[src/hdl/psc_pkg.sv]
package psc_pkg;

  // ==========================================================
  // Register map
  localparam int unsigned DATA_W = 12;
  localparam int unsigned ADDR_W = 3;
  localparam int unsigned FRAME_BITS = 16;
  localparam logic [ADDR_W-1:0] ADDR_FAULT_STATUS_1 = 3'h0;
  localparam logic [ADDR_W-1:0] ADDR_FAULT_STATUS_2 = 3'h1;
  localparam logic [ADDR_W-1:0] ADDR_DRIVER_CONTROL = 3'h2;
  localparam logic [ADDR_W-1:0] ADDR_OVERCURRENT_PROTECTION_CONTROL = 3'h3;
  localparam logic [ADDR_W-1:0] ADDR_SENSE_AMPLIFIER_CONTROL = 3'h4;

  // ==========================================================
  // Reset values
  localparam logic [DATA_W-1:0] RST_DRIVER_CONTROL = 12'h3A4;
  localparam logic [DATA_W-1:0] RST_OVERCURRENT_PROTECTION_CONTROL = 12'h250;
  localparam logic [DATA_W-1:0] RST_SENSE_AMPLIFIER_CONTROL = 12'hB02;

  // ==========================================================
  // Field positions
  localparam int unsigned FS1_DS_FLAG_BIT = 7;
  localparam int unsigned FS1_SHUNT_FLAG_BIT = 6;
  localparam int unsigned CTL_CLEAR_BIT = 11;
  localparam int unsigned CTL_LOCK_LSB = 8;
  localparam int unsigned OCP_DS_MODE_LSB = 10;
  localparam int unsigned OCP_DS_TRIP_LSB = 6;
  localparam int unsigned OCP_DEGLITCH_LSB = 4;
  localparam int unsigned OCP_DS_RETRY_BIT = 3;
  localparam int unsigned OCP_SHUNT_RETRY_BIT = 2;
  localparam int unsigned OCP_SHUNT_MODE_LSB = 0;
  localparam int unsigned SNS_SHUNT_TRIP_LSB = 9;
  localparam int unsigned SNS_GAIN_LSB = 7;
  localparam int unsigned SNS_CAL_LSB = 4;
  localparam int unsigned SNS_EMF_EN_BIT = 3;
  localparam int unsigned SNS_EMF_GAIN_LSB = 1;
  localparam int unsigned SNS_COMMON_BIT = 0;

  // ==========================================================
  // Codes
  localparam logic [2:0] LOCK_CODE = 3'h6;
  localparam logic [2:0] UNLOCK_CODE = 3'h3;
  localparam logic [1:0] MODE_LATCH = 2'h0;
  localparam logic [1:0] MODE_RETRY = 2'h1;
  localparam logic [1:0] MODE_REPORT = 2'h2;
  localparam logic [1:0] MODE_IGNORE = 2'h3;

  // ==========================================================
  // Timing
  localparam int unsigned CLK_PERIOD_NS = 100;
  localparam int unsigned DEGLITCH_0_NS = 1400;
  localparam int unsigned DEGLITCH_1_NS = 2200;
  localparam int unsigned DEGLITCH_2_NS = 3200;
  localparam int unsigned DEGLITCH_3_NS = 5400;
  localparam int unsigned DEG0_CYC = (DEGLITCH_0_NS + CLK_PERIOD_NS - 1) / CLK_PERIOD_NS;
  localparam int unsigned DEG1_CYC = (DEGLITCH_1_NS + CLK_PERIOD_NS - 1) / CLK_PERIOD_NS;
  localparam int unsigned DEG2_CYC = (DEGLITCH_2_NS + CLK_PERIOD_NS - 1) / CLK_PERIOD_NS;
  localparam int unsigned DEG3_CYC = (DEGLITCH_3_NS + CLK_PERIOD_NS - 1) / CLK_PERIOD_NS;
  localparam int unsigned DEG_CNT_W = 6;
  localparam int unsigned RETRY_SHORT_NS = 70000;
  localparam int unsigned RETRY_LONG_NS = 4000000;
  localparam int unsigned RETRY_SHORT_CYC = (RETRY_SHORT_NS + CLK_PERIOD_NS - 1) / CLK_PERIOD_NS;
  localparam int unsigned RETRY_LONG_CYC = (RETRY_LONG_NS + CLK_PERIOD_NS - 1) / CLK_PERIOD_NS;
  localparam int unsigned RETRY_CNT_W = 16;

  typedef enum logic [1:0] {
    PSC_ARMED,
    PSC_TRIPPED,
    PSC_WAIT
  } psc_path_state_e;

endpackage : psc_pkg

[src/hdl/psc_protection_sense_regs.sv]
`timescale 1ns/1ps
`default_nettype none
module psc_protection_sense_regs
  import psc_pkg::*;
#(
  parameter int unsigned LONG_RETRY_CYCLES = RETRY_LONG_CYC
) (
  input wire logic clock_in,
  input wire logic rstn_in,
  input wire logic ce_in,
  input wire logic spi_sclk_in,
  input wire logic spi_cs_n_in,
  input wire logic spi_sdi_in,
  output logic spi_sdo_out,
  output logic spi_sdo_oe_out,
  input wire logic enable_pin_in,
  input wire logic [5:0] ds_compare_in,
  input wire logic [2:0] shunt_compare_in,
  input wire logic [2:0] cal_done_in,
  output logic fault_out_n,
  output logic gate_enable_out,
  output logic [3:0] drain_source_trip_level_out,
  output logic [2:0] shunt_trip_level_out,
  output logic [1:0] amp_gain_out,
  output logic back_emf_sense_enable_out,
  output logic [1:0] back_emf_gain_out,
  output logic common_sel_out,
  output logic cal_amp_a_start_out,
  output logic cal_amp_b_start_out,
  output logic cal_amp_c_start_out,
  output logic cal_emf_start_out
);

  // ==========================================================
  // Decoders
  function automatic logic [DEG_CNT_W-1:0] deg_cycles(input logic [1:0] code);
    case (code)
      2'h0: deg_cycles = DEG_CNT_W'(DEG0_CYC);
      2'h1: deg_cycles = DEG_CNT_W'(DEG1_CYC);
      2'h2: deg_cycles = DEG_CNT_W'(DEG2_CYC);
      default: deg_cycles = DEG_CNT_W'(DEG3_CYC);
    endcase
  endfunction : deg_cycles

  function automatic logic [RETRY_CNT_W-1:0] retry_load(input logic short_sel);
    retry_load = short_sel ? RETRY_CNT_W'(RETRY_SHORT_CYC - 1)
                           : RETRY_CNT_W'(LONG_RETRY_CYCLES - 1);
  endfunction : retry_load

  // ==========================================================
  // Pin synchronisers
  localparam int unsigned SYNC_W = 13;
  localparam logic [SYNC_W-1:0] SYNC_RST = 13'h1800;
  logic [SYNC_W-1:0] sync1_q, sync2_q;
  logic sclk_prev_q, cs_prev_q, en_prev_q;
  logic sdi_s, sclk_s, cs_s, en_s;
  logic [5:0] ds_s;
  logic [2:0] shunt_s;

  always_ff @(posedge clock_in or negedge rstn_in) begin
    if (!rstn_in) begin
      sync1_q <= SYNC_RST;
      sync2_q <= SYNC_RST;
      sclk_prev_q <= 1'b0;
      cs_prev_q <= 1'b1;
      en_prev_q <= 1'b1;
    end else if (ce_in) begin
      sync1_q <= {spi_cs_n_in, enable_pin_in, spi_sclk_in, spi_sdi_in,
                  ds_compare_in, shunt_compare_in};
      sync2_q <= sync1_q;
      sclk_prev_q <= sclk_s;
      cs_prev_q <= cs_s;
      en_prev_q <= en_s;
    end
  end

  assign {cs_s, en_s, sclk_s, sdi_s, ds_s, shunt_s} = sync2_q;

  // ==========================================================
  // Serial port
  logic [FRAME_BITS-1:0] shin_q, shin_d;
  logic [4:0] bitcnt_q, bitcnt_d;
  logic [DATA_W-1:0] shout_q, shout_d;
  logic sdo_q, sdo_d, oe_q, oe_d, wr_stb_q, wr_stb_d;
  logic [DATA_W-1:0] ctl_q, ocp_q, sns_q;
  logic [1:0] flag_q;
  logic [5:0] ds_fet_q;
  logic [2:0] shunt_amp_q;

  function automatic logic [DATA_W-1:0] read_word(input logic [ADDR_W-1:0] a);
    logic [DATA_W-1:0] w;
    w = '0;
    case (a)
      ADDR_FAULT_STATUS_1: begin
        w[FS1_DS_FLAG_BIT] = flag_q[0];
        w[FS1_SHUNT_FLAG_BIT] = flag_q[1];
      end
      ADDR_FAULT_STATUS_2: w = {shunt_amp_q, ds_fet_q, 3'h0};
      ADDR_DRIVER_CONTROL: w = {1'b0, ctl_q[10:0]};
      ADDR_OVERCURRENT_PROTECTION_CONTROL: w = ocp_q;
      ADDR_SENSE_AMPLIFIER_CONTROL: w = sns_q;
      default: w = '0;
    endcase
    read_word = w;
  endfunction : read_word

  always_comb begin
    shin_d = shin_q;
    bitcnt_d = bitcnt_q;
    shout_d = shout_q;
    sdo_d = sdo_q;
    oe_d = ~cs_s;
    wr_stb_d = 1'b0;
    if (cs_s) begin
      bitcnt_d = 5'h0;
      sdo_d = 1'b0;
      if (!cs_prev_q && bitcnt_q == 5'(FRAME_BITS) && !shin_q[FRAME_BITS-1]) begin
        wr_stb_d = 1'b1;
      end
    end else if (sclk_s && !sclk_prev_q && bitcnt_q < 5'(FRAME_BITS)) begin
      shin_d = {shin_q[FRAME_BITS-2:0], sdi_s};
      bitcnt_d = bitcnt_q + 5'h1;
      if (bitcnt_q == 5'h3) begin
        shout_d = read_word({shin_q[1:0], sdi_s});
      end
    end else if (!sclk_s && sclk_prev_q && bitcnt_q >= 5'h4 && bitcnt_q < 5'(FRAME_BITS)) begin
      sdo_d = shout_q[DATA_W-1];
      shout_d = {shout_q[DATA_W-2:0], 1'b0};
    end
  end

  always_ff @(posedge clock_in or negedge rstn_in) begin
    if (!rstn_in) begin
      shin_q <= '0;
      bitcnt_q <= 5'h0;
      shout_q <= '0;
      sdo_q <= 1'b0;
      oe_q <= 1'b0;
      wr_stb_q <= 1'b0;
    end else if (ce_in) begin
      shin_q <= shin_d;
      bitcnt_q <= bitcnt_d;
      shout_q <= shout_d;
      sdo_q <= sdo_d;
      oe_q <= oe_d;
      wr_stb_q <= wr_stb_d;
    end
  end

  // ==========================================================
  // Configuration registers
  logic [DATA_W-1:0] ctl_d, ocp_d, sns_d;
  logic clr_q, clr_d;
  logic [3:0] cal_go_q, cal_go_d;
  logic locked;
  logic [ADDR_W-1:0] wr_addr;
  logic [DATA_W-1:0] wr_data;
  logic [2:0] cal_set;

  assign wr_addr = shin_q[DATA_W+ADDR_W-1:DATA_W];
  assign wr_data = shin_q[DATA_W-1:0];
  assign locked = ctl_q[CTL_LOCK_LSB+2:CTL_LOCK_LSB] == LOCK_CODE;

  always_comb begin
    ctl_d = ctl_q;
    ocp_d = ocp_q;
    sns_d = sns_q;
    clr_d = 1'b0;
    cal_set = 3'h0;
    if (wr_stb_q) begin
      case (wr_addr)
        ADDR_DRIVER_CONTROL: begin
          if (wr_data[CTL_LOCK_LSB+2:CTL_LOCK_LSB] == LOCK_CODE ||
              wr_data[CTL_LOCK_LSB+2:CTL_LOCK_LSB] == UNLOCK_CODE) begin
            ctl_d[CTL_LOCK_LSB+2:CTL_LOCK_LSB] = wr_data[CTL_LOCK_LSB+2:CTL_LOCK_LSB];
          end
          if (!locked) begin
            ctl_d[CTL_LOCK_LSB-1:0] = wr_data[CTL_LOCK_LSB-1:0];
            clr_d = wr_data[CTL_CLEAR_BIT];
          end
        end
        ADDR_OVERCURRENT_PROTECTION_CONTROL: begin
          if (!locked) begin
            ocp_d = wr_data;
          end
        end
        ADDR_SENSE_AMPLIFIER_CONTROL: begin
          if (!locked) begin
            sns_d[DATA_W-1:SNS_CAL_LSB+3] = wr_data[DATA_W-1:SNS_CAL_LSB+3];
            sns_d[SNS_CAL_LSB-1:0] = wr_data[SNS_CAL_LSB-1:0];
            cal_set = wr_data[SNS_CAL_LSB+2:SNS_CAL_LSB];
          end
        end
        default: ;
      endcase
    end
    // Hardware clears on done, a fresh write of 1 wins
    sns_d[SNS_CAL_LSB+2:SNS_CAL_LSB] =
      (sns_q[SNS_CAL_LSB+2:SNS_CAL_LSB] & ~cal_done_in) | cal_set;
    cal_go_d[0] = cal_set[2] & ~sns_q[SNS_CAL_LSB+2];
    cal_go_d[1] = cal_set[1] & ~sns_q[SNS_CAL_LSB+1];
    cal_go_d[2] = cal_set[0] & ~sns_q[SNS_CAL_LSB] & ~sns_d[SNS_EMF_EN_BIT];
    cal_go_d[3] = cal_set[0] & ~sns_q[SNS_CAL_LSB] & sns_d[SNS_EMF_EN_BIT];
  end

  always_ff @(posedge clock_in or negedge rstn_in) begin
    if (!rstn_in) begin
      ctl_q <= RST_DRIVER_CONTROL;
      ocp_q <= RST_OVERCURRENT_PROTECTION_CONTROL;
      sns_q <= RST_SENSE_AMPLIFIER_CONTROL;
      clr_q <= 1'b0;
      cal_go_q <= 4'h0;
    end else if (ce_in) begin
      ctl_q <= ctl_d;
      ocp_q <= ocp_d;
      sns_q <= sns_d;
      clr_q <= clr_d;
      cal_go_q <= cal_go_d;
    end
  end

  // ==========================================================
  // Overcurrent paths: 0 drain-source, 1 shunt
  logic [1:0] raw, det, armed;
  logic [1:0] path_mode [2];
  logic [1:0] path_short;
  logic clear_all;

  assign raw = {|shunt_s, |ds_s};
  assign path_mode[0] = ocp_q[OCP_DS_MODE_LSB+1:OCP_DS_MODE_LSB];
  assign path_mode[1] = ocp_q[OCP_SHUNT_MODE_LSB+1:OCP_SHUNT_MODE_LSB];
  assign path_short = {ocp_q[OCP_SHUNT_RETRY_BIT], ocp_q[OCP_DS_RETRY_BIT]};
  assign clear_all = clr_q | (en_s & ~en_prev_q);

  generate
    for (genvar p = 0; p < 2; p++) begin : g_path
      logic [DEG_CNT_W-1:0] dg_q, dg_d, thr;
      logic [RETRY_CNT_W-1:0] rt_q, rt_d;
      psc_path_state_e st_q, st_d;

      assign thr = deg_cycles(ocp_q[OCP_DEGLITCH_LSB+1:OCP_DEGLITCH_LSB]);
      assign det[p] = dg_q >= thr;
      assign armed[p] = st_q == PSC_ARMED;

      always_comb begin
        dg_d = !raw[p] ? '0 : (dg_q >= thr ? thr : dg_q + DEG_CNT_W'(1));
        st_d = st_q;
        rt_d = rt_q;
        case (st_q)
          PSC_ARMED: begin
            if (det[p] && path_mode[p] == MODE_LATCH) begin
              st_d = PSC_TRIPPED;
            end else if (det[p] && path_mode[p] == MODE_RETRY) begin
              st_d = PSC_WAIT;
              rt_d = retry_load(path_short[p]);
            end
          end
          PSC_TRIPPED: begin
            if (clear_all) begin
              st_d = PSC_ARMED;
            end
          end
          PSC_WAIT: begin
            if (clear_all) begin
              st_d = PSC_ARMED;
            end else if (rt_q != '0) begin
              rt_d = rt_q - RETRY_CNT_W'(1);
            end else if (det[p]) begin
              rt_d = retry_load(path_short[p]);
            end else begin
              st_d = PSC_ARMED;
            end
          end
          default: st_d = PSC_ARMED;
        endcase
      end

      always_ff @(posedge clock_in or negedge rstn_in) begin
        if (!rstn_in) begin
          dg_q <= '0;
          rt_q <= '0;
          st_q <= PSC_ARMED;
        end else if (ce_in) begin
          dg_q <= dg_d;
          rt_q <= rt_d;
          st_q <= st_d;
        end
      end
    end
  endgenerate

  // ==========================================================
  // Fault flags, pin and driver enable
  logic [1:0] flag_d;
  logic [5:0] ds_fet_d;
  logic [2:0] shunt_amp_d;
  logic fault_n_q, fault_n_d, gate_en_q, gate_en_d;

  always_comb begin
    // Set wins over clear; flags set in every mode
    flag_d = (clear_all ? 2'h0 : flag_q) | det;
    ds_fet_d = (clear_all ? 6'h0 : ds_fet_q) | (det[0] ? ds_s : 6'h0);
    shunt_amp_d = (clear_all ? 3'h0 : shunt_amp_q) | (det[1] ? shunt_s : 3'h0);
    fault_n_d = ~((flag_q[0] && path_mode[0] != MODE_IGNORE) ||
                  (flag_q[1] && path_mode[1] != MODE_IGNORE));
    gate_en_d = &armed;
  end

  always_ff @(posedge clock_in or negedge rstn_in) begin
    if (!rstn_in) begin
      flag_q <= 2'h0;
      ds_fet_q <= 6'h0;
      shunt_amp_q <= 3'h0;
      fault_n_q <= 1'b1;
      gate_en_q <= 1'b1;
    end else if (ce_in) begin
      flag_q <= flag_d;
      ds_fet_q <= ds_fet_d;
      shunt_amp_q <= shunt_amp_d;
      fault_n_q <= fault_n_d;
      gate_en_q <= gate_en_d;
    end
  end

  // ==========================================================
  // Outputs
  assign spi_sdo_out = sdo_q;
  assign spi_sdo_oe_out = oe_q;
  assign fault_out_n = fault_n_q;
  assign gate_enable_out = gate_en_q;
  assign drain_source_trip_level_out = ocp_q[OCP_DS_TRIP_LSB+3:OCP_DS_TRIP_LSB];
  assign shunt_trip_level_out = sns_q[SNS_SHUNT_TRIP_LSB+2:SNS_SHUNT_TRIP_LSB];
  assign amp_gain_out = sns_q[SNS_GAIN_LSB+1:SNS_GAIN_LSB];
  assign back_emf_sense_enable_out = sns_q[SNS_EMF_EN_BIT];
  assign back_emf_gain_out = sns_q[SNS_EMF_GAIN_LSB+1:SNS_EMF_GAIN_LSB];
  assign common_sel_out = sns_q[SNS_COMMON_BIT];
  assign cal_amp_a_start_out = cal_go_q[0];
  assign cal_amp_b_start_out = cal_go_q[1];
  assign cal_amp_c_start_out = cal_go_q[2];
  assign cal_emf_start_out = cal_go_q[3];

endmodule : psc_protection_sense_regs
`default_nettype wire

[config.mk]
export PLATFORM = sky130hd
export DESIGN_NAME = psc_protection_sense_regs
export DESIGN_NICKNAME = d
export VERILOG_FILES = /design/src/hdl/psc_pkg.sv /design/src/hdl/psc_protection_sense_regs.sv
export SDC_FILE = /design/constraint.sdc
export NUM_CORES = 1
export LEC_CHECK = 0
export BUFFER_PORTS_ARGS = -buffer_cell sky130_fd_sc_hd__buf_2
export CAP_MARGIN = 20
export CORE_MARGIN = 5
export CORE_UTILIZATION = 60
export DETAILED_ROUTE_END_ITERATION = 8
export GPL_ROUTABILITY_DRIVEN = 0
export PLACE_DENSITY = 0.83
export SLEW_MARGIN = 20
export SYNTH_ARGS = -nofsm -noshare
export SYNTH_HDL_FRONTEND = slang
export SYNTH_SLANG_ARGS = --single-unit
export TNS_END_PERCENT = 30
[constraint.sdc]
create_clock -name clock_in -period 2.8 [get_ports clock_in]
set_input_delay 0.42 -clock clock_in [delete_from_list [all_inputs] [get_ports clock_in]]
set_output_delay 0.42 -clock clock_in [all_outputs]
set_load 0.01 [all_outputs]
# After elaboration in Yosys (flattened, before gate mapping)
# Cells that the tools add are included.
[totals] regBits=166 in_bits=19 out_inout_bits=21 wordCells=205
[classes] n_addsub=5 magnitude_cmp=4 eq_ne=40 mux=59 bitwise=21 n_reduce_logical=47
[op_table] cell="16-bit two-way mux" n=12
[op_table] cell="16-bit case mux with 2 select lines" n=2
[op_table] cell="12-bit two-way mux" n=3
[op_table] cell="6-bit two-way mux" n=6
[op_table] cell="16-bit nonzero test" n=2
[op_table] cell="16-bit by 1-bit subtractor with 16-bit output (second input constant)" n=2
[op_table] cell="2-bit two-way mux" n=12
[op_table] cell="6-bit case mux with 4 select lines" n=1
[op_table] cell="4-bit AND reduction" n=5
[op_table] cell="2-bit inequality test (second input constant)" n=9
[op_table] cell="3-bit inequality test (second input constant)" n=6
[op_table] cell="6-bit case mux with 3 select lines" n=1
[op_table] cell="4-bit case mux with 4 select lines" n=1
[op_table] cell="3-bit by 2-bit == test with 1-bit output (second input constant)" n=5
[op_table] cell="3-bit two-way mux" n=5
[op_table] cell="1-bit logical AND" n=13
[op_table] cell="6-bit by 1-bit adder with 6-bit output (second input constant)" n=2
[op_table] cell="3-bit == test (second input constant)" n=4
[op_table] cell="6-bit greater-or-equal comparator" n=2
[op_table] cell="4-bit two-way mux" n=3
[op_table] cell="2-bit case mux with 3 select lines" n=2
[op_table] cell="6-bit AND reduction" n=2
[op_table] cell="2-bit by 1-bit == test with 1-bit output (second input constant)" n=5
[op_table] cell="2-bit logical NOT" n=5
[op_table] cell="other kinds (29)" n=66

# Logic depth before layout (Yosys ltp)
[depth] word_depth=7 mapped_depth=11 ltp_nobuf=10

# Worst setup path after synthesis
# No wires, ideal clock.
[synth_path] path_type="register -> register" from="reg ocp_q[4]" to="reg g_path[0].rt_q[5]" setup_time_ns=0.134 arrival_ns=2.318 required_ns=2.666 path_slack_ns=0.348 path_stages_with_launch=11 n_path_buf=0 synth_period_minus_slack_ns=2.452 path_cell_list="dfstp_2 and2b_1 inv_2 ha_1 nand2b_1 a31oi_1 o211ai_2 a2111oi_4 nor2_4 o41ai_1 o21ai_1"
[synth_via] elab_chain_len=6 word_cells_on_any_way=11 classes_between="order compare (1); eq/ne (5); mux (1); reduce/logical (4)"
[synth_rtl] item="from (decl)" line="psc_protection_sense_regs.sv:85" source="logic [DATA_W-1:0] ctl_q, ocp_q, sns_q;"
[synth_rtl] item="from (signal assigned)" line="psc_protection_sense_regs.sv:215" source="ocp_q <= ocp_d;"
[synth_rtl] item="2-bit == test, or another cell as far along" line="psc_protection_sense_regs.sv:37" source="case (code)"
[synth_rtl] item="6-bit case mux with 3 select lines *" line="psc_protection_sense_regs.sv:37"
[synth_rtl] item="6-bit greater-or-equal comparator *" line="psc_protection_sense_regs.sv:242" source="assign det[p] = dg_q >= thr;"
[synth_rtl] item="1-bit logical AND, on equally long branches" line="psc_protection_sense_regs.sv:253, psc_protection_sense_regs.sv:251"
[synth_rtl] item="2-bit by 1-bit inequality test with 1-bit output (no source line) or 2-bit inequality test (tied branches)"
[synth_rtl] item="6-bit AND reduction (no source line) *"
[synth_rtl] item="to (signal assigned)" line="psc_protection_sense_regs.sv:285" source="rt_q <= rt_d;"
[synth_rtl] item="to (decl)" line="psc_protection_sense_regs.sv:238" source="logic [RETRY_CNT_W-1:0] rt_q, rt_d;"
# Mark *: on every way between the ends. The rest lies on a longest branch, timed or not.
# A chain may end at the register's enable or synchronous reset.

# Worst setup path in the final report
[layout_path] from="reg ocp_q[4]" to="reg g_path[0].rt_q[11]"
# Same word-level chain as after synthesis.

==> results.md <==
- Outcome: finished, final reports clean
- Worst slack, placed: about 0.18 ns
- Critical path class: flop to flop
- Setup TNS Final: 0 ns
- Drc violations: 0
- GRT Total Usage: 24.08%
- Period utilisation layout: 92.55%
- Initial Util: 61.59%
- Simple-gate share of the synthesized area: about 17%
- Max Clock Skew: between 0.01 and 0.015 ns
- Initial detailed-routing violation count: 677
- Adder-Cell Fraction of Synth Area: between 2 and 2.5%
- Synth warnings: 0
- R2R Path End: g_path[0].rt_q[11]
- DP Cell Count: 1,028
- Synth top area share: 44.44%
- Unique masters post-synth: 62
- Top Ports: 40
- CP arrival: 2.88 ns
- Max transition margin: about 44%
- Worst Hold Launch: ds_compare_in[2]
- ANT nets after route: 0
- Post-route setup slack: 0.2085 ns
- Critical Path Source Type: flop
- Avg Cell Area, Syn: 9.821 µm²
- R2r setup slk: 0.21 ns
- EDFF count, synth: 0
- Via count: 6,415
- RSZ-0062 raised after global routing: no
- Syn nets: 870
- Total of max-cap violations: 0
- Drt pass-1 iters: 5
- Worst Hold Depth: 2
- CTS clock-pin slew for the worst setup and hold paths: 0.06 ns
- Post-synthesis cell area: ~8200 µm²
- Vias per cell: 6.046
- Area post-placement: 8612 µm²
- Cells along the critical path: and2b_1, inv_2, ha_1, nand2b_1, a31oi_1, o211ai_2, a2111oi_4, nor2_4, buf_4, o21ai_0, o21ai_0
- CORE AREA: 13,350 µm²
- Endpoint of the worst hold path: sync1_q[5]
- Post-layout min period: between 2 and 3 ns
- Multiplexer share of the synthesized area: 10.03%
- Leading area contributor after synthesis: dfrtp_1
- Slowest stage cell, crit path: a2111oi_4
- Largest net degree at the start of global routing: 65
- Die ar.: around 16,000 µm²
- Hold crit path type: input port to flop
- Global-route wire length before repair: 31,540 µm
- Die X-Extent: 127.1 µm
- # diodes: 0
- Fraction of synthesis flops using an asynchronous set or reset pin: 100.0%
- Top cells by count, synth: 146 x dfrtp_1, 128 x nand2_1, 82 x o21ai_0
- Non-filler instance count after layout: 1,061
- Final Hold Fails: 0
- Register area share after synthesis: about half
- Chip height: 127.1 µm
- Final core occ: 69.24%
- Initial antenna violation count: 0
- Sink Count: approximately 170
- Post-DP HPWL: 12,500 µm
- Cell mode on critical path: o21ai_0
- Global route overflow: 0
- #FFs+latches synth: 166
- P per Cell Area: 696.4 nW/µm²
- CP endpoint kind: flop
- RR Startpoint: ocp_q[4]
- CP max stage delay: 0.41 ns
- Max clock buf depth: 2
- Area contributors post-synth: dfrtp_1 44%, mux2_2 8.6%, dfstp_2 6.4%, nand2_1 5.8%, o21ai_0 5.0%
- CTS tree: done
- Worst reg-to-reg path cell count: 11
- Critical Path RT: 3.09 ns
- Total CTS buffers: 17
- Count of buffer and inverter cells on the critical path: 2
- Worst skew pair latency: around 0.43 ns
- H-tree Lvls: 4
- Top-count cell post-synth: dfrtp_1
- Root Buffer: clkbuf_16
- Vias in the first global route: 6,382
- Final Slew Violations: 0
- DR WL/cell: between 15 and 20 µm
- Layout cells sized above 1: a little over a fifth
- Gate Count Post-Synth: between 800 and 900
- Fmax: 385.9 MHz
- Final setup fails: 0
- Peak VDD IR: 0.5816 mV
- Post-synthesis compound-gate area fraction: between 10% and 20%
- Final wirelength: between 15,000 and 20,000 µm
- Kind of cell adding the most delay to the critical path: compound AO/OA/AOI/OAI gates
- Final Cell Area: 9241 µm²
- Synthesis-to-finish area growth: 12.42%
- Final nets: 905
- Xor/xnor share of the synthesized area: less than 1%
- Pleak: between 4 and 5 nW
- Number of port buffers: 39
- Slew @ Worst Pin: 0.8332 ns
- Main combinational cell family by area after synthesis: simple AND/OR/NAND/NOR gates
- Final Power: 6.436 mW
- Row cnt: 42
- Critical path peak fanout: 15
- Worst hold margin: 0.2203 ns
- Primary FF master, synth: dfrtp_1
[kinds of logic (layout without fill, tap and decap cells)]
group,count (synthesis),count (layout)
compound gates,206,206
xor+xnor,2,2
fa+ha+maj,14,14
buf+inv,84,132
flops,166,166
mux,72,72
simple gates,293,293
[power breakdown]
group / switching [mW] / internal [mW]
combinational: 0.547 / 0.421
sequential: 0.340 / 2.71
clock: 0.970 / 1.44
total: 1.86 / 4.58
[worst register-to-register path, stage by stage (launching register included)]
cell and delay, ns:
dfstp_2 0.37, and2b_1 0.28, inv_2 0.10, ha_1 0.29
nand2b_1 0.07, a31oi_1 0.20, o211ai_2 0.20, a2111oi_4 0.41
nor2_4 0.09, buf_4 0.19, o21ai_0 0.15, o21ai_0 0.12
[cell type report]
| cell class | instances | area [µm²] |
|---|---|---|
| Clock inverter | 12 | 165.2 |
| Fill cell | 1003 | 4106 |
| Multi-Input combinational cell | 587 | 3679 |
| Clock buffer | 20 | 446.7 |
| Timing Repair Buffer | 64 | 416.7 |
| Inverter | 36 | 135.1 |
| Sequential cell | 166 | 4179 |
| Tap cell | 176 | 220.2 |
[flip-flops by register name, indices dropped and copies added (netlist names), 6 cells and up]
register     flops
ctl_q           11
ds_fet_q         6
g_path.dg_q     12
g_path.rt_q     32
ocp_q           12
shin_q          16
shout_q         12
sns_q           12
sync1_q         13
sync2_q         13
[placed cells by master (no fill, tap or decap), types with 14 or more instances in the layout]
master     synthesis  routed
a21oi_1           39      39
a31oi_1           15      15
buf_2              2      38
buf_4             12      22
clkbuf_16          0      17
dfrtp_1          146     146
dfstp_2           20      20
ha_1              14      14
inv_1             34      34
mux2_2            63      63
nand2_1          128     128
nand3_1           14      14
nor2_1            71      71
nor3_1            16      16
o21ai_0           82      82
[per-layer routing]
metal  share of wire, %  vias to the layer above  track usage [%]
met5                  0                        -                0
met4                2.2                        0            7.760
met3                4.2                       35            4.716
met2                 50                      183            39.85
met1                 44                     3169            32.32
li1                   -                     3028                -
[worst max-delay path by stage]
stage,from,to,depth (start not counted)
2_1_floorplan,ocp_q[4],g_path[0].rt_q[5],10
3_3_place_gp,ocp_q[4],g_path[0].rt_q[12],11
3_5_place_dp,ocp_q[4],g_path[0].rt_q[11],11
4_1_cts,ocp_q[4],g_path[0].rt_q[11],11
5_1_grt,ocp_q[4],g_path[1].dg_q[2],11
6_report,ocp_q[4],g_path[0].rt_q[11],11
[what timing repair did]
action / 4_1_cts / 5_1_grt
hold buffers: 1 / 0
hold endpoints to repair: 45 / 0
endpoints found under the setup margin: 0 / 8
buffers inserted: 0 / 0
resized for setup: 0 / 1
Power figures use the tool's default switching activity.
